**config.mk**
```make
export PLATFORM = sky130hd
export DESIGN_NAME = position_mode_command_logic
export DESIGN_NICKNAME = d
export VERILOG_FILES = /design/src/position_mode_pkg.sv /design/src/position_mode_command_logic.sv /design/src/sync_cycle_check.sv /design/src/target_resolve.sv
export SDC_FILE = /design/constraint.sdc
export NUM_CORES = 1
export LEC_CHECK = 0
export BUFFER_PORTS_ARGS = -buffer_cell sky130_fd_sc_hd__buf_2
export CAP_MARGIN = 20
export CORE_UTILIZATION = 50
export DETAILED_ROUTE_END_ITERATION = 7
export PLACE_DENSITY = 0.71
export SETUP_SLACK_MARGIN = 0.02
export SYNTH_ARGS = -nofsm -noshare
export SYNTH_HDL_FRONTEND = slang
export SYNTH_HIERARCHICAL = 1
export SYNTH_SLANG_ARGS = --single-unit
```
**constraint.sdc**
```tcl
create_clock -name i_clk -period 26 [get_ports i_clk]
set_input_delay 1.3 -clock i_clk [delete_from_list [all_inputs] [get_ports i_clk]]
set_output_delay 1.3 -clock i_clk [all_outputs]
set_load 0.03 [all_outputs]
```
**src/position_mode_pkg.sv**
```systemverilog
package position_mode_pkg;

	////////////////////////////////////////////////////////////////////////
	// object dictionary indices
	localparam logic [15:0] IDX_PULSES_PER_TURN = 16'h2000;
	localparam logic [15:0] IDX_LAST_ERROR_CODE = 16'h603f;
	localparam logic [15:0] IDX_CONTROL_WORD = 16'h6040;
	localparam logic [15:0] IDX_STATUS_WORD = 16'h6041;
	localparam logic [15:0] IDX_QUICK_STOP_OPTION = 16'h605a;
	localparam logic [15:0] IDX_OP_MODE_SELECT = 16'h6060;
	localparam logic [15:0] IDX_OP_MODE_DISPLAY = 16'h6061;
	localparam logic [15:0] IDX_ACTUAL_POSITION = 16'h6064;
	localparam logic [15:0] IDX_ACTUAL_VELOCITY = 16'h606c;
	localparam logic [15:0] IDX_TARGET_POSITION = 16'h607a;
	localparam logic [15:0] IDX_MAX_PROFILE_VELOCITY = 16'h6081;
	localparam logic [15:0] IDX_PROFILE_ACCELERATION = 16'h6083;
	localparam logic [15:0] IDX_PROFILE_DECELERATION = 16'h6084;
	localparam logic [15:0] IDX_QUICK_STOP_DECELERATION = 16'h6085;
	localparam logic [15:0] IDX_POSITION_OFFSET = 16'h60b0;

	////////////////////////////////////////////////////////////////////////
	// values after reset
	localparam logic [31:0] RST_WORD32 = 32'h0000_0000;
	localparam logic [15:0] RST_WORD16 = 16'h0000;
	localparam logic [7:0] RST_MODE = 8'h00;

	////////////////////////////////////////////////////////////////////////
	// modes and option codes
	localparam logic [7:0] MODE_PROFILE_POSITION = 8'h01;
	localparam logic [7:0] MODE_CYCLIC_SYNC_POSITION = 8'h08;
	localparam logic [15:0] QS_OPTION_ENABLE = 16'h0005;

	////////////////////////////////////////////////////////////////////////
	// control word and status word bit positions
	localparam int CW_START_BIT = 4;
	localparam int CW_IMMEDIATE_BIT = 5;
	localparam int CW_RELATIVE_BIT = 6;
	localparam int CW_HALT_BIT = 8;
	localparam int SW_ABNORMAL_BIT = 8;
	localparam int SW_REACHED_BIT = 10;
	localparam int SW_BUSY_BIT = 12;
	localparam int SW_PARAM_ZERO_BIT = 14;
	localparam int SW_ACCEPT_BIT = 15;

	////////////////////////////////////////////////////////////////////////
	// sync cycle timing
	localparam int CLK_MHZ = 200;
	localparam int SYNC_BASE_US = 250;
	localparam int SYNC_BASE_CYC = SYNC_BASE_US * CLK_MHZ;
	localparam int SYNC_NUM_PERIODS = 6;
	localparam int SYNC_MULT [SYNC_NUM_PERIODS] = '{1, 2, 3, 4, 8, 16};
	localparam int SYNC_TOL_CYC = 4;
	localparam int SYNC_CNT_W = 21;

	////////////////////////////////////////////////////////////////////////
	// carriers
	typedef struct packed {
		logic start;
		logic abort;
		logic [31:0] target;
		logic [31:0] velocity;
		logic [31:0] accel;
		logic [31:0] decel;
	} move_cmd_t;

	typedef struct packed {
		logic stop;
		logic [31:0] decel;
	} stop_cmd_t;

	typedef struct packed {
		logic valid;
		logic [31:0] target;
	} csp_cmd_t;

endpackage : position_mode_pkg

```
**src/position_mode_command_logic.sv**
```systemverilog
`timescale 1ns/10ps
`default_nettype none

// Overview of operation
// - PP: bit4 rising edge starts move
// - bit5 zero: queue until current move ends
// - bit5 one: abandon current move, start now
// - bit6 selects absolute or relative target
// - status bit8: abnormal stop, motor stopped
// - status bit10: one when target reached
// - status bit12: one when target not acceptable
// - status bit14: a profile parameter is zero
// - status bit15: inverse of bit12
// - immediate start clears status bit12
// - mode 8 selects CSP, shown in display
// - CSP: apply streamed target every sync cycle
// - sync cycle 250 to 4000 us only
// - CSP ignores control word bits 6-4
// - quick stop decel used only option 5
module position_mode_command_logic #(
	parameter int SYNC_BASE_CYCLES = position_mode_pkg::SYNC_BASE_CYC
) (
	input wire logic i_clk,
	input wire logic i_sys_rst,
	input wire logic i_od_wr,
	input wire logic i_od_rd,
	input wire logic [15:0] i_od_index,
	input wire logic [31:0] i_od_wdata,
	output logic [31:0] o_od_rdata,
	output logic o_od_valid,
	output logic o_od_err,
	input wire logic i_sync,
	input wire logic [31:0] i_actual_position,
	input wire logic [31:0] i_actual_velocity,
	input wire logic [15:0] i_error_code,
	input wire logic i_limit_hit,
	input wire logic i_quick_stop,
	input wire logic i_move_done,
	output position_mode_pkg::move_cmd_t o_move,
	output position_mode_pkg::stop_cmd_t o_stop,
	output position_mode_pkg::csp_cmd_t o_csp,
	output logic o_sync_ok
);
	import position_mode_pkg::*;

	typedef enum logic [1:0] {
		ST_IDLE = 2'b00,
		ST_MOVING = 2'b01,
		ST_QUEUED = 2'b11,
		ST_STOPPED = 2'b10
	} motion_state_t;

	////////////////////////////////////////////////////////////////////////
	// object dictionary storage
	logic [31:0] pulses_per_turn_reg, pulses_per_turn_next;
	logic [15:0] control_word_reg, control_word_next;
	logic [15:0] quick_stop_option_reg, quick_stop_option_next;
	logic [7:0] op_mode_select_reg, op_mode_select_next;
	logic [7:0] op_mode_display_reg, op_mode_display_next;
	logic [31:0] target_position_reg, target_position_next;
	logic [31:0] max_profile_velocity_reg, max_profile_velocity_next;
	logic [31:0] profile_acceleration_reg, profile_acceleration_next;
	logic [31:0] profile_deceleration_reg, profile_deceleration_next;
	logic [31:0] quick_stop_deceleration_reg, quick_stop_deceleration_next;
	logic [31:0] position_offset_reg, position_offset_next;
	logic [31:0] rdata_reg, rdata_next;
	logic valid_reg, valid_next;
	logic err_reg, err_next;

	////////////////////////////////////////////////////////////////////////
	// motion state
	motion_state_t state_reg, state_next;
	logic start_prev_reg, start_prev_next;
	logic [31:0] queued_target_reg, queued_target_next;
	logic abnormal_reg, abnormal_next;
	move_cmd_t move_reg, move_next;
	stop_cmd_t stop_reg, stop_next;
	csp_cmd_t csp_reg, csp_next;

	logic [15:0] status_word;
	logic [31:0] resolved_target;
	logic mode_pp, mode_csp, param_zero, start_edge, stop_cause;

	// index decoding shared by the read and write paths
	function automatic logic is_read_only(input logic [15:0] idx);
		return idx == IDX_LAST_ERROR_CODE || idx == IDX_STATUS_WORD ||
			idx == IDX_OP_MODE_DISPLAY || idx == IDX_ACTUAL_POSITION ||
			idx == IDX_ACTUAL_VELOCITY;
	endfunction : is_read_only

	function automatic logic is_mapped(input logic [15:0] idx);
		return is_read_only(idx) || idx == IDX_PULSES_PER_TURN ||
			idx == IDX_CONTROL_WORD || idx == IDX_QUICK_STOP_OPTION ||
			idx == IDX_OP_MODE_SELECT || idx == IDX_TARGET_POSITION ||
			idx == IDX_MAX_PROFILE_VELOCITY ||
			idx == IDX_PROFILE_ACCELERATION ||
			idx == IDX_PROFILE_DECELERATION ||
			idx == IDX_QUICK_STOP_DECELERATION ||
			idx == IDX_POSITION_OFFSET;
	endfunction : is_mapped

	////////////////////////////////////////////////////////////////////////
	// helpers
	target_resolve u_target_resolve (
		.i_target(target_position_reg),
		.i_base(i_actual_position),
		.i_relative(control_word_reg[CW_RELATIVE_BIT]),
		.o_target(resolved_target)
	);

	sync_cycle_check #(
		.SYNC_BASE_CYCLES(SYNC_BASE_CYCLES)
	) u_sync_cycle_check (
		.i_clk(i_clk),
		.i_sys_rst(i_sys_rst),
		.i_sync(i_sync),
		.o_sync_ok(o_sync_ok)
	);

	assign mode_pp = op_mode_display_reg == MODE_PROFILE_POSITION;
	assign mode_csp = op_mode_display_reg == MODE_CYCLIC_SYNC_POSITION;
	assign param_zero = max_profile_velocity_reg == '0 ||
		profile_acceleration_reg == '0 ||
		profile_deceleration_reg == '0;
	// csp never looks at the move bits, so no edge is seen there
	assign start_edge = mode_pp && control_word_reg[CW_START_BIT] &&
		!start_prev_reg;
	assign stop_cause = i_limit_hit || i_quick_stop ||
		control_word_reg[CW_HALT_BIT];

	always_comb begin
		status_word = 16'h0000;
		status_word[SW_ABNORMAL_BIT] = abnormal_reg;
		status_word[SW_REACHED_BIT] = state_reg == ST_IDLE ||
			state_reg == ST_STOPPED;
		status_word[SW_BUSY_BIT] = state_reg == ST_QUEUED;
		status_word[SW_PARAM_ZERO_BIT] = param_zero;
		status_word[SW_ACCEPT_BIT] = state_reg != ST_QUEUED;
	end

	////////////////////////////////////////////////////////////////////////
	// object dictionary access
	always_comb begin
		pulses_per_turn_next = pulses_per_turn_reg;
		control_word_next = control_word_reg;
		quick_stop_option_next = quick_stop_option_reg;
		op_mode_select_next = op_mode_select_reg;
		op_mode_display_next = op_mode_display_reg;
		target_position_next = target_position_reg;
		max_profile_velocity_next = max_profile_velocity_reg;
		profile_acceleration_next = profile_acceleration_reg;
		profile_deceleration_next = profile_deceleration_reg;
		quick_stop_deceleration_next = quick_stop_deceleration_reg;
		position_offset_next = position_offset_reg;
		rdata_next = rdata_reg;
		valid_next = i_od_wr || i_od_rd;
		err_next = 1'b0;
		if (i_od_wr) begin
			err_next = !is_mapped(i_od_index) || is_read_only(i_od_index);
			case (i_od_index)
				IDX_PULSES_PER_TURN: begin
					pulses_per_turn_next = i_od_wdata;
				end
				IDX_CONTROL_WORD: begin
					control_word_next = i_od_wdata[15:0];
				end
				IDX_QUICK_STOP_OPTION: begin
					quick_stop_option_next = i_od_wdata[15:0];
				end
				IDX_OP_MODE_SELECT: begin
					op_mode_select_next = i_od_wdata[7:0];
				end
				IDX_TARGET_POSITION: begin
					target_position_next = i_od_wdata;
				end
				IDX_MAX_PROFILE_VELOCITY: begin
					max_profile_velocity_next = i_od_wdata;
				end
				IDX_PROFILE_ACCELERATION: begin
					profile_acceleration_next = i_od_wdata;
				end
				IDX_PROFILE_DECELERATION: begin
					profile_deceleration_next = i_od_wdata;
				end
				IDX_QUICK_STOP_DECELERATION: begin
					quick_stop_deceleration_next = i_od_wdata;
				end
				IDX_POSITION_OFFSET: begin
					position_offset_next = i_od_wdata;
				end
				default: begin
				end
			endcase
		end else if (i_od_rd) begin
			err_next = !is_mapped(i_od_index);
			case (i_od_index)
				IDX_PULSES_PER_TURN: rdata_next = pulses_per_turn_reg;
				IDX_LAST_ERROR_CODE: rdata_next = {16'h0000, i_error_code};
				IDX_CONTROL_WORD: rdata_next = {16'h0000, control_word_reg};
				IDX_STATUS_WORD: rdata_next = {16'h0000, status_word};
				IDX_QUICK_STOP_OPTION: begin
					rdata_next = {16'h0000, quick_stop_option_reg};
				end
				IDX_OP_MODE_SELECT: rdata_next = {24'h00_0000, op_mode_select_reg};
				IDX_OP_MODE_DISPLAY: begin
					rdata_next = {24'h00_0000, op_mode_display_reg};
				end
				IDX_ACTUAL_POSITION: rdata_next = i_actual_position;
				IDX_ACTUAL_VELOCITY: rdata_next = i_actual_velocity;
				IDX_TARGET_POSITION: rdata_next = target_position_reg;
				IDX_MAX_PROFILE_VELOCITY: rdata_next = max_profile_velocity_reg;
				IDX_PROFILE_ACCELERATION: rdata_next = profile_acceleration_reg;
				IDX_PROFILE_DECELERATION: rdata_next = profile_deceleration_reg;
				IDX_QUICK_STOP_DECELERATION: begin
					rdata_next = quick_stop_deceleration_reg;
				end
				IDX_POSITION_OFFSET: rdata_next = position_offset_reg;
				default: rdata_next = 32'h0000_0000;
			endcase
		end
		// unsupported mode codes leave the running mode untouched
		if (op_mode_select_reg == MODE_PROFILE_POSITION ||
			op_mode_select_reg == MODE_CYCLIC_SYNC_POSITION) begin
			op_mode_display_next = op_mode_select_reg;
		end
	end

	always_ff @(posedge i_clk or posedge i_sys_rst) begin
		if (i_sys_rst) begin
			pulses_per_turn_reg <= RST_WORD32;
			control_word_reg <= RST_WORD16;
			quick_stop_option_reg <= RST_WORD16;
			op_mode_select_reg <= RST_MODE;
			op_mode_display_reg <= RST_MODE;
			target_position_reg <= RST_WORD32;
			max_profile_velocity_reg <= RST_WORD32;
			profile_acceleration_reg <= RST_WORD32;
			profile_deceleration_reg <= RST_WORD32;
			quick_stop_deceleration_reg <= RST_WORD32;
			position_offset_reg <= RST_WORD32;
			rdata_reg <= RST_WORD32;
			valid_reg <= 1'b0;
			err_reg <= 1'b0;
		end else begin
			pulses_per_turn_reg <= pulses_per_turn_next;
			control_word_reg <= control_word_next;
			quick_stop_option_reg <= quick_stop_option_next;
			op_mode_select_reg <= op_mode_select_next;
			op_mode_display_reg <= op_mode_display_next;
			target_position_reg <= target_position_next;
			max_profile_velocity_reg <= max_profile_velocity_next;
			profile_acceleration_reg <= profile_acceleration_next;
			profile_deceleration_reg <= profile_deceleration_next;
			quick_stop_deceleration_reg <= quick_stop_deceleration_next;
			position_offset_reg <= position_offset_next;
			rdata_reg <= rdata_next;
			valid_reg <= valid_next;
			err_reg <= err_next;
		end
	end

	////////////////////////////////////////////////////////////////////////
	// move sequencing
	always_comb begin
		state_next = state_reg;
		start_prev_next = control_word_reg[CW_START_BIT];
		queued_target_next = queued_target_reg;
		abnormal_next = abnormal_reg;
		move_next = move_reg;
		move_next.start = 1'b0;
		move_next.abort = 1'b0;
		move_next.velocity = max_profile_velocity_reg;
		move_next.accel = profile_acceleration_reg;
		move_next.decel = profile_deceleration_reg;
		stop_next.stop = 1'b0;
		// zero decel means stop at the drive's hardest rate
		stop_next.decel = (quick_stop_option_reg == QS_OPTION_ENABLE) ?
			quick_stop_deceleration_reg : 32'h0000_0000;
		csp_next.valid = 1'b0;
		csp_next.target = csp_reg.target;
		if (mode_csp && i_sync) begin
			csp_next.valid = 1'b1;
			csp_next.target = target_position_reg + position_offset_reg;
		end
		if (stop_cause) begin
			// a stop cause outranks any start in the same cycle
			abnormal_next = 1'b1;
			stop_next.stop = state_reg != ST_STOPPED;
			state_next = ST_STOPPED;
		end else begin
			case (state_reg)
				ST_IDLE, ST_STOPPED: begin
					if (start_edge && !param_zero) begin
						move_next.start = 1'b1;
						move_next.target = resolved_target;
						abnormal_next = 1'b0;
						state_next = ST_MOVING;
					end
				end
				ST_MOVING: begin
					if (start_edge && !param_zero &&
						control_word_reg[CW_IMMEDIATE_BIT]) begin
						move_next.abort = 1'b1;
						move_next.start = 1'b1;
						move_next.target = resolved_target;
					end else if (start_edge && !param_zero) begin
						queued_target_next = resolved_target;
						state_next = ST_QUEUED;
					end else if (i_move_done) begin
						state_next = ST_IDLE;
					end
				end
				ST_QUEUED: begin
					if (start_edge && !param_zero &&
						control_word_reg[CW_IMMEDIATE_BIT]) begin
						// drops the held move and frees the busy flag
						move_next.abort = 1'b1;
						move_next.start = 1'b1;
						move_next.target = resolved_target;
						state_next = ST_MOVING;
					end else if (i_move_done) begin
						move_next.start = 1'b1;
						move_next.target = queued_target_reg;
						state_next = ST_MOVING;
					end
				end
				default: begin
					state_next = ST_IDLE;
				end
			endcase
		end
		// leaving pp drops held and pending moves, but a stop still latches
		if (!mode_pp) begin
			move_next.start = 1'b0;
			move_next.abort = 1'b0;
			move_next.target = move_reg.target;
			if (state_next != ST_STOPPED) begin
				state_next = ST_IDLE;
			end
		end
	end

	always_ff @(posedge i_clk or posedge i_sys_rst) begin
		if (i_sys_rst) begin
			state_reg <= ST_IDLE;
			start_prev_reg <= 1'b0;
			queued_target_reg <= RST_WORD32;
			abnormal_reg <= 1'b0;
			move_reg <= '0;
			stop_reg <= '0;
			csp_reg <= '0;
		end else begin
			state_reg <= state_next;
			start_prev_reg <= start_prev_next;
			queued_target_reg <= queued_target_next;
			abnormal_reg <= abnormal_next;
			move_reg <= move_next;
			stop_reg <= stop_next;
			csp_reg <= csp_next;
		end
	end

	assign o_od_rdata = rdata_reg;
	assign o_od_valid = valid_reg;
	assign o_od_err = err_reg;
	assign o_move = move_reg;
	assign o_stop = stop_reg;
	assign o_csp = csp_reg;

endmodule : position_mode_command_logic

`default_nettype wire

```
**src/sync_cycle_check.sv**
```systemverilog
`timescale 1ns/10ps
`default_nettype none

module sync_cycle_check #(
	parameter int SYNC_BASE_CYCLES = position_mode_pkg::SYNC_BASE_CYC
) (
	input wire logic i_clk,
	input wire logic i_sys_rst,
	input wire logic i_sync,
	output logic o_sync_ok
);
	import position_mode_pkg::*;

	logic [SYNC_CNT_W-1:0] count_reg, count_next;
	logic ok_reg, ok_next;

	// true when the interval is one of the legal sync periods
	function automatic logic legal_period(input logic [SYNC_CNT_W-1:0] n);
		logic hit;
		int lo;
		int hi;
		hit = 1'b0;
		for (int k = 0; k < SYNC_NUM_PERIODS; k++) begin
			lo = SYNC_MULT[k] * SYNC_BASE_CYCLES - SYNC_TOL_CYC;
			hi = SYNC_MULT[k] * SYNC_BASE_CYCLES + SYNC_TOL_CYC;
			if (int'(n) >= lo && int'(n) <= hi) begin
				hit = 1'b1;
			end
		end
		return hit;
	endfunction : legal_period

	always_comb begin
		count_next = count_reg;
		ok_next = ok_reg;
		if (i_sync) begin
			ok_next = legal_period(count_reg);
			count_next = SYNC_CNT_W'(1);
		end else if (count_reg != {SYNC_CNT_W{1'b1}}) begin
			// saturate so a lost master never wraps into a legal period
			count_next = count_reg + SYNC_CNT_W'(1);
		end
	end

	always_ff @(posedge i_clk or posedge i_sys_rst) begin
		if (i_sys_rst) begin
			count_reg <= '0;
			ok_reg <= 1'b0;
		end else begin
			count_reg <= count_next;
			ok_reg <= ok_next;
		end
	end

	assign o_sync_ok = ok_reg;

endmodule : sync_cycle_check

`default_nettype wire

```
**src/target_resolve.sv**
```systemverilog
`timescale 1ns/10ps
`default_nettype none

module target_resolve (
	input wire logic [31:0] i_target,
	input wire logic [31:0] i_base,
	input wire logic i_relative,
	output logic [31:0] o_target
);
	// relative targets add to the position at the moment of acceptance
	always_comb begin
		if (i_relative) begin
			o_target = i_base + i_target;
		end else begin
			o_target = i_target;
		end
	end

endmodule : target_resolve

`default_nettype wire

```
Yosys cells after proc, flatten, opt, wreduce, memory -nomap -nowiden
Cells that the tools add are included.
{"block": "op_classes", "addsub": 3, "order_cmp": 12, "n_eq_ne": 30, "n_mux": 41, "n_bitwise": 3, "reduce_logical": 58}
{"cell": "32-bit one-hot mux with 15 select lines", "count": 1}
{"cell": "16-bit by 15-bit == test with 1-bit output (second input constant)", "count": 14}
{"cell": "32-bit two-way mux", "count": 5}
{"cell": "34-bit two-way mux", "count": 3}
{"cell": "32-bit logical NOT", "count": 3}
{"cell": "32-bit one-hot mux with 3 select lines", "count": 1}
{"cell": "32-bit adder", "count": 2}
{"cell": "21-bit by 18-bit >= comparator with 1-bit output (second input constant)", "count": 2}
{"cell": "21-bit by 18-bit less-or-equal comparator with 1-bit output (second input constant)", "count": 2}
{"cell": "21-bit two-way mux", "count": 2}
{"cell": "33-bit two-way mux", "count": 1}
{"cell": "2-bit AND reduction", "count": 12}
{"cell": "1-bit logical OR", "count": 22}
{"cell": "21-bit by 1-bit adder with 21-bit output (second input constant)", "count": 1}
{"cell": "21-bit by 16-bit >= comparator with 1-bit output (second input constant)", "count": 1}
{"cell": "21-bit by 17-bit >= comparator with 1-bit output (second input constant)", "count": 1}
{"cell": "21-bit by 19-bit >= comparator with 1-bit output (second input constant)", "count": 1}
{"cell": "21-bit by 20-bit >= comparator with 1-bit output (second input constant)", "count": 1}
{"cell": "21-bit by 16-bit less-or-equal comparator with 1-bit output (second input constant)", "count": 1}
{"cell": "21-bit by 17-bit less-or-equal comparator with 1-bit output (second input constant)", "count": 1}
{"cell": "21-bit by 19-bit less-or-equal comparator with 1-bit output (second input constant)", "count": 1}
{"cell": "21-bit by 20-bit less-or-equal comparator with 1-bit output (second input constant)", "count": 1}
{"cell": "21-bit inequality test (second input constant)", "count": 1}
{"cell": "2-bit two-way mux", "count": 9}
{"cell": "20 further kinds", "count": 58}
{"block": "totals", "ff_bits": 560, "output_inout_bits": 231}

Depth between registers and ports, before layout
Gate-level depths: netlist of run 1.
{"block": "logic_depth", "ltp_word": 18, "ltp_mapped": 12, "ltp_nobuf": 12}

Hierarchy
The synthesis of run 1 kept the hierarchy.
{"mod": "position_mode_command_logic", "n_inst": 1, "cells_per_inst": 1855, "area_per_inst_um2": 23319.9}
{"mod": "target_resolve", "n_inst": 1, "cells_per_inst": 321, "area_per_inst_um2": 2232.1}
{"mod": "sync_cycle_check", "n_inst": 1, "cells_per_inst": 223, "area_per_inst_um2": 1874.3}

Least setup slack after synthesis of run 1
No wires, ideal clock.
{"block": "synth_timing", "path_kind": "input to register", "from": "input port i_actual_position[0]", "to": "register queued_target_reg[28]", "setup_ps": 125, "arrival_ps": 3562, "required_ps": 25875, "setup_slack_ps": 22314, "path_stages": 10, "n_path_buf": 0, "cell_sequence": "ha_1 fa_1 a21oi_1 nand4b_1 a21oi_1 o211ai_1 nand3_1 and3_1 or4b_1 mux2_2"}
{"block": "synth_via", "elab_chain_cells": 2}
{"item": "from (decl)", "line": "position_mode_command_logic.sv:33", "rtl": "input wire logic [31:0] i_actual_position,"}
{"item": "32-bit adder", "line": "target_resolve.sv:13", "rtl": "o_target = i_base + i_target;"}
{"item": "32-bit two-way mux", "line": "target_resolve.sv:12", "rtl": "if (i_relative) begin"}
{"item": "net resolved_target[28]", "line": "position_mode_command_logic.sv:81", "rtl": "logic [31:0] resolved_target;"}
{"item": "to (signal assigned)", "line": "position_mode_command_logic.sv:355", "rtl": "queued_target_reg <= queued_target_next;"}
{"item": "to (decl)", "line": "position_mode_command_logic.sv:74", "rtl": "logic [31:0] queued_target_reg, queued_target_next;"}
The timed path passes the listed nets, and every way through them passes these cells.
A chain may end at the register's enable or synchronous reset.

Worst setup path after layout of run 1
{"block": "layout_timing", "from": "input port i_od_index[10]", "to": "register max_profile_velocity_reg[4]"}
{"block": "layout_via", "elab_chain_cells": 2}
{"item": "from (decl)", "line": "position_mode_command_logic.sv:27", "rtl": "input wire logic [15:0] i_od_index,"}
{"item": "16-bit by 15-bit == test with 1-bit output", "line": "position_mode_command_logic.sv:160", "rtl": "case (i_od_index)"}
{"item": "2-bit AND reduction (no line)"}
{"item": "to (signal assigned)", "line": "position_mode_command_logic.sv:251", "rtl": "max_profile_velocity_reg <= max_profile_velocity_next;"}
{"item": "to (decl)", "line": "position_mode_command_logic.sv:61", "rtl": "logic [31:0] max_profile_velocity_reg, max_profile_velocity_next;"}
No other way between the ends.

==> results of run 1 <==
layout by cell type, fill, tap and decap left out, types with 34 or more instances in the layout:
| cell type | count |
|---|---|
| a221oi_1 | 51 |
| dfrtp_1 | 560 |
| xnor2_1 | 34 |
| a31oi_1 | 42 |
| and2_1 | 46 |
| o21ai_0 | 138 |
| a22oi_1 | 51 |
| ha_1 | 64 |
| nor4_1 | 36 |
| nor2_1 | 103 |
| nand2_1 | 222 |
| buf_2 | 366 |
| mux2_2 | 301 |
| mux2i_1 | 52 |
| a21oi_1 | 88 |
| clkbuf_16 | 58 |
power by group through the flow:
stage	sequential [mW]	combinational (mW)	clock (mW)
2_1_floorplan	0.909	0.0452	0
3_3_place_gp	0.900	0.0981	0
3_5_place_dp	0.900	0.100	0
5_1_grt	0.885	0.109	0.907
6_report	0.885	0.101	0.860
4_1_cts	0.884	0.100	0.873
cell type report:
cell class / instances / area share [%]
tap: 696 / 2.742
clock buffer: 74 / 5.106
inverter: 31 / 0.3901
multi-input combinational: 1662 / 39.77
clock inverter: 35 / 1.166
timing repair buffer: 395 / 6.682
antenna: 2 / 0.01576
sequential: 560 / 44.13
metrics by stage:
step | total power [mW] | area, sq um | worst slack (ps)
4_1_cts | 1.857 | 31650 | 21630
2_1_floorplan | 0.9545 | 27430 | 9663
5_1_grt | 1.900 | 31760 | 21490
3_3_place_gp | 0.9984 | 29660 | 21070
3_5_place_dp | 1.000 | 29660 | 20970
6_report | 1.845 | 31760 | 21570
critical path, stage by stage:
cell	delay, ps
buf_2	90
or4b_1	550
and4bb_4	410
and2b_1	210
and2_2	720
nand2_1	840
buf_4	480
mux2_2	310
layer usage:
layer	vias up	track usage, %	part of all wire (%)
li1	9454	-	-
met1	10800	41.68	41
met2	1000	49.55	47
met3	211	5.430	7.3
met4	2	14.66	5.2
met5	-	0	0.014
cell families (layout without fill, tap and decap cells):
logic type / after synthesis / after routing / synth area share, %
compound gates: 515 / 515 / 12.54
xor+xnor: 62 / 62 / 1.980
fa+ha+maj: 66 / 66 / 3.066
buf+inv: 177 / 535 / 2.984
flops: 560 / 560 / 51.09
mux: 389 / 389 / 16.16
other cells: 0 / 2 / 0
simple gates: 630 / 630 / 12.18
worst paths after layout:
path                                                    from                          end  slack, ps  cells after the start
worst max register to register        target_position_reg[0]                  o_move[118]      22290                     11
worst max-delay path                          i_od_index[10]  max_profile_velocity_reg[4]      21570                      8
worst min-delay path            profile_deceleration_reg[25]                   o_move[25]        430                      0
min in group asynchronous                          i_sys_rst                    o_move[4]        730                      2
max in group asynchronous                          i_sys_rst                   o_move[28]      23080                      4
worst min register to register  profile_deceleration_reg[25]                   o_move[25]        430                      0
==> flow_summary.ini, run 1 <==
[floorplan]
fp.dieW_um = 236.2
die_h_um = 236.2
rows = 85
die_area_sq_um = 55790
core_area_sq_um = 54030
initial_core_util_pct = 50.76
ios = 367

[timing]
fmax_ghz = 0.2257
hold_ws_ps = 427.0
hold_viol = 0
fin_tns_setup_ps = 0
maxSlewViolCount = 0
max_slew_margin_pct = 28.53
finalCriticalPeriod_ps = 4430
clock_skew_ps = 32.77
post-route-period-util_pct = 17.04
setup_violations = 0
grt_setup_unrepaired = no
tightest_slew_ps = 1069

[logic_synthesis]
yosysWarnings = 6
synth_top_area_cell = dfrtp_1
synth_edf_count = 0
avgSynthCellArea_sq_um = 11.43
ys.flop_type = dfrtp_1
yosys_register_bits = 560
syn-instance-count = 2399
synthArstFlopShare_pct = 100.0
synthesis.area_sq_um = 27430
synth_top_cells_by_count = dfrtp_1 (560), mux2_2 (301), nand2_1 (222)
synth_nets = 2601
synth_cell_types = 101
yosysTopAreaCellShare_pct = 51.09
synth_most_common_cell = dfrtp_1
synth_area_leaders = dfrtp_1 (51%), mux2_2 (12%), nand2_1 (3.0%)
synth_seq_area_share_pct = 51.09

[drt]
drtIter0Drc = 2049
route.detailed.drc = 0
routedWlPerCell_um = 25.40
vias = 21470
ant_nets = 0
wl_um = 87760
viasPerCell = 6.213
firstDrtPassIters = 5

[grt]
gr-total-overflow = 0
antenna_found_initial = 3
grtUsageTotal_pct = 31.19
grt_pass1_wl_um = 131600
grt_pass1_vias = 21110
grt_start_max_net_pins = 87

[flow_run]
cap_violations = 0

[clock_tree]
clock-root-buffer = clkbuf_16
post_cts_buffers = 0
cts_inserted_buffers = 58
cts_hold_buf = 0
clock_path_buffers = 3
cts_tree = built
cts_resized = 0
clk_pin_slew_ps = 60
cts_htree_levels = 2
cts_sinks = 560
clock_latency_ps = 640

[layout]
largest_reg_flops = 130
multi_input_area_sq_um = 12630
nNetsFinal = 2910
drive_above_1_share_pct = 31.77
nFillCells = 4491
area_growth_syn_to_layout_pct = 15.78
fin_cells = 3455
final_util_pct = 58.78
sequential_cell_area_sq_um = 14010

[place]
dp_hpwl_um = 64380
io_buffers = 366
dp.cells = 3340
gp_congestion = 0.9568

[power]
vdd_drop_max_mv = 0.05162
p_leak_nw = 16.09
p_int_mw = 1.401
p_per_area_nw_per_um2 = 58.11
p_sw_share_pct = 24.09
power_frac_seq_pct = 47.9
clkPwrFrac_pct = 46.6
combPwrFrac_pct = 5.5
p_switching_uw = 444.6

[setup_path]
arrival_ps = 4940
worstSetupStartpointType = input pin
crit_fanout = 33
end_kind = flip-flop
worstPathRequired_ps = 26510
worstSetupPathType = input pin to flip-flop

[worst_hold_path]
min_path_type = flip-flop to flip-flop

[run_status]
status = finished, final reports clean
Note: power is estimated with default switching activity, not from simulation.
==> inputs of run 2 (changes only) <==
ABC_AREA = 1   (was default)
PLACE_DENSITY = 0.73   (was 0.71)
clock period = 3.7 ns   (was 26 ns; I/O delays follow)
==> flow_summary.ini, run 2 <==
[setup_path]
crit_fanout = 34
rr_worst_depth = 8
arrival_ps = 3370
worstSetupPathType = flip-flop to flip-flop
crit_chain = nor3_2 > dlygate4sd3_1 > nand2_1 > a21oi_4 > buf_4 > nand2_2 > nor2_1 > nor2_1
critPathMostFrequentCell = nor2_1
critical_path.top_delay_family = simple AND/OR/NAND/NOR gates
worstPathRequired_ps = 4220
end_kind = flip-flop
crit_slowest_cell = dlygate4sd3_1
rrSetupSlack_ps = 850
worstSetupStartpointType = flip-flop
crit_cells = 8
path_buf_inv = 2
slowest_delay_ps = 620

[grt]
grt_pass1_vias = 26190
use_met2_pct = 51.15
gr-total-overflow = 0
grtUsageTotal_pct = 34.58
use_met1_pct = 50.10
antenna_found_initial = 3
grt_pass1_wl_um = 157000
top_usage_layer = met2
use_met3_pct = 8.121
grt_start_max_net_pins = 135

[place]
place_area_sq_um = 31990
dp.cells = 4891
dp_hpwl_um = 78130
gp_congestion = 0.9936
io_buffers = 366

[logic_synthesis]
syn-instance-count = 3874
avgSynthCellArea_sq_um = 7.586
synth_area_leaders = dfrtp_1 (48%), nand2_1 (15%), nand3_1 (6.5%)
synthArstFlopShare_pct = 100.0
synthesis.area_sq_um = 29390
yosysTopAreaCellShare_pct = 47.68
synth_edf_count = 0
yosys_register_bits = 560
synth_top_area_cell = dfrtp_1
synth_cell_types = 54
ys.flop_type = dfrtp_1
synth_most_common_cell = nand2_1
yosysWarnings = 6
synth_nets = 4076
synth_top_cells_by_count = nand2_1 (1164), dfrtp_1 (560), nor2_1 (404)
synth_seq_area_share_pct = 47.68

[timing]
maxSlewViolCount = 0
tightest_slew_ps = 1054
fmax_ghz = 0.3507
hold_viol = 0
setup_violations = 0
finalCriticalPeriod_ps = 2852
max_slew_margin_pct = 29.45
clock_skew_ps = 36.74
grt_setup_unrepaired = no
post-route-period-util_pct = 77.07

[power]
p_per_area_nw_per_um2 = 384.1
p_leak_nw = 18.10
vdd_drop_max_mv = 0.4203

[clock_tree]
clock_latency_ps = 660
cts_inserted_buffers = 57
clock-root-buffer = clkbuf_16
clk_pin_slew_ps = 70
clock_path_buffers = 3
cts_htree_levels = 2
cts_resized = 0
cts_sinks = 560
cts_tree = built

[drt]
drtIter0Drc = 2913
routedWlPerCell_um = 20.84
route.detailed.drc = 0
firstDrtPassIters = 6
viasPerCell = 5.671
wl_um = 104800
vias = 28520
ant_nets = 0

[floorplan]
core_area_sq_um = 57920
die_area_sq_um = 59750
initial_core_util_pct = 50.74
rows = 88
ios = 367
die_h_um = 244.4
fp.dieW_um = 244.4

[worst_hold_path]
min_path_type = input pin to flip-flop
hold_depth = 7

[layout]
area_growth_syn_to_layout_pct = 17.01
drive_above_1_share_pct = 14.43
final_cell_area_sq_um = 34390
fin_cells = 5029
nNetsFinal = 4417
largest_reg_flops = 130
mostFrequentLayoutCells = nand2_1 (1163), dfrtp_1 (560), nor2_1 (396)
mostFrequentLayoutCell = nand2_1

[flow_run]
cap_violations = 0

[run_status]
status = finished, final reports clean
==> run 2: cell count changes after synthesis, moves of 52 or more <==
cell	before	now
mux2_2	301	0
mux2i_1	52	0
nand3_1	32	379
nand2_1	222	1164
inv_1	30	319
nand4_1	27	87
nor2_1	103	404
o21ai_0	138	315
==> run 2: cells by family after synthesis <==
kind of cell	share of synthesized area, %
buffers and inverters	6.637
xor gates and xnor gates	0.7451
and+or+nand+nor	31.96
DFF	47.68
AOI/OAI and AO/OA	10.11
adders and majority gates	2.861
==> run 2: repair_timing <==
action | in CTS | in global routing
endpoints found under the hold margin | 140 | 0
buffers inserted | 0 | 0
hold buffers | 30 | 0
==> run 2: final cells by class <==
type                    count  area (sq um)
multi-input cells        2819         13470
clock buffers              68          1528
repair buffers            445          2600
flip-flops and latches    560         14010
fillers                  5399         23530
well taps                 765         957.2
diodes                      2         5.005
inverters                 332          1250
clock inverters            38         561.8
==> run 2: final timing paths <==
path / end / startpoint
setup reg to reg: o_move[115] / control_word_reg[8]
min in group asynchronous: o_csp[30] / i_sys_rst
hold / removal: o_od_rdata[2] / i_error_code[2]
setup / recovery: o_move[115] / control_word_reg[8]
hold reg to reg: o_move[22] / profile_deceleration_reg[22]
max in group asynchronous: target_position_reg[29] / i_sys_rst
==> run 2: layer usage <==
| metal | routed length, um | vias to the layer above |
|---|---|---|
| met5 | 10 | - |
| met4 | 3390 | 2 |
| met3 | 10740 | 191 |
| met2 | 45410 | 1396 |
| met1 | 45230 | 13610 |
| li1 | - | 13320 |
==> run 2: worst min-delay path, stage by stage <==
cell and delay, ps:
buf_2 80, nand3_1 70, nand3_1 100, nor2_1 50, nand3_1 60, nand2_1 50
nand2_1 50
==> run 2: power by group <==
| group | switching, mW | internal [mW] | total, mW |
|---|---|---|---|
| Sequential | 0.0266 | 6.14 | 6.17 |
| Combinational | 0.456 | 0.159 | 0.615 |
| Clock | 2.67 | 3.76 | 6.42 |
| Total | 3.15 | 10.1 | 13.2 |
==> run 2: stage by stage <==
step / power [mW] / setup TNS (ps) / worst slack, ps / utilization (%) / hold slack [ps]
finish: 13.21 / 0 / 848.2 / 59.37 / 17.83
detailed placement: 6.871 / 0 / 896.6 / 55.24 / 383.0
floorplan: 6.574 / -2044940 / -3801 / - / 174.2
global route: 13.56 / 0 / 674.7 / 59.37 / 39.66
CTS: 13.27 / 0 / 826.8 / 59.37 / 1.279
global placement: 6.870 / 0 / 998.0 / 55.24 / 379.7
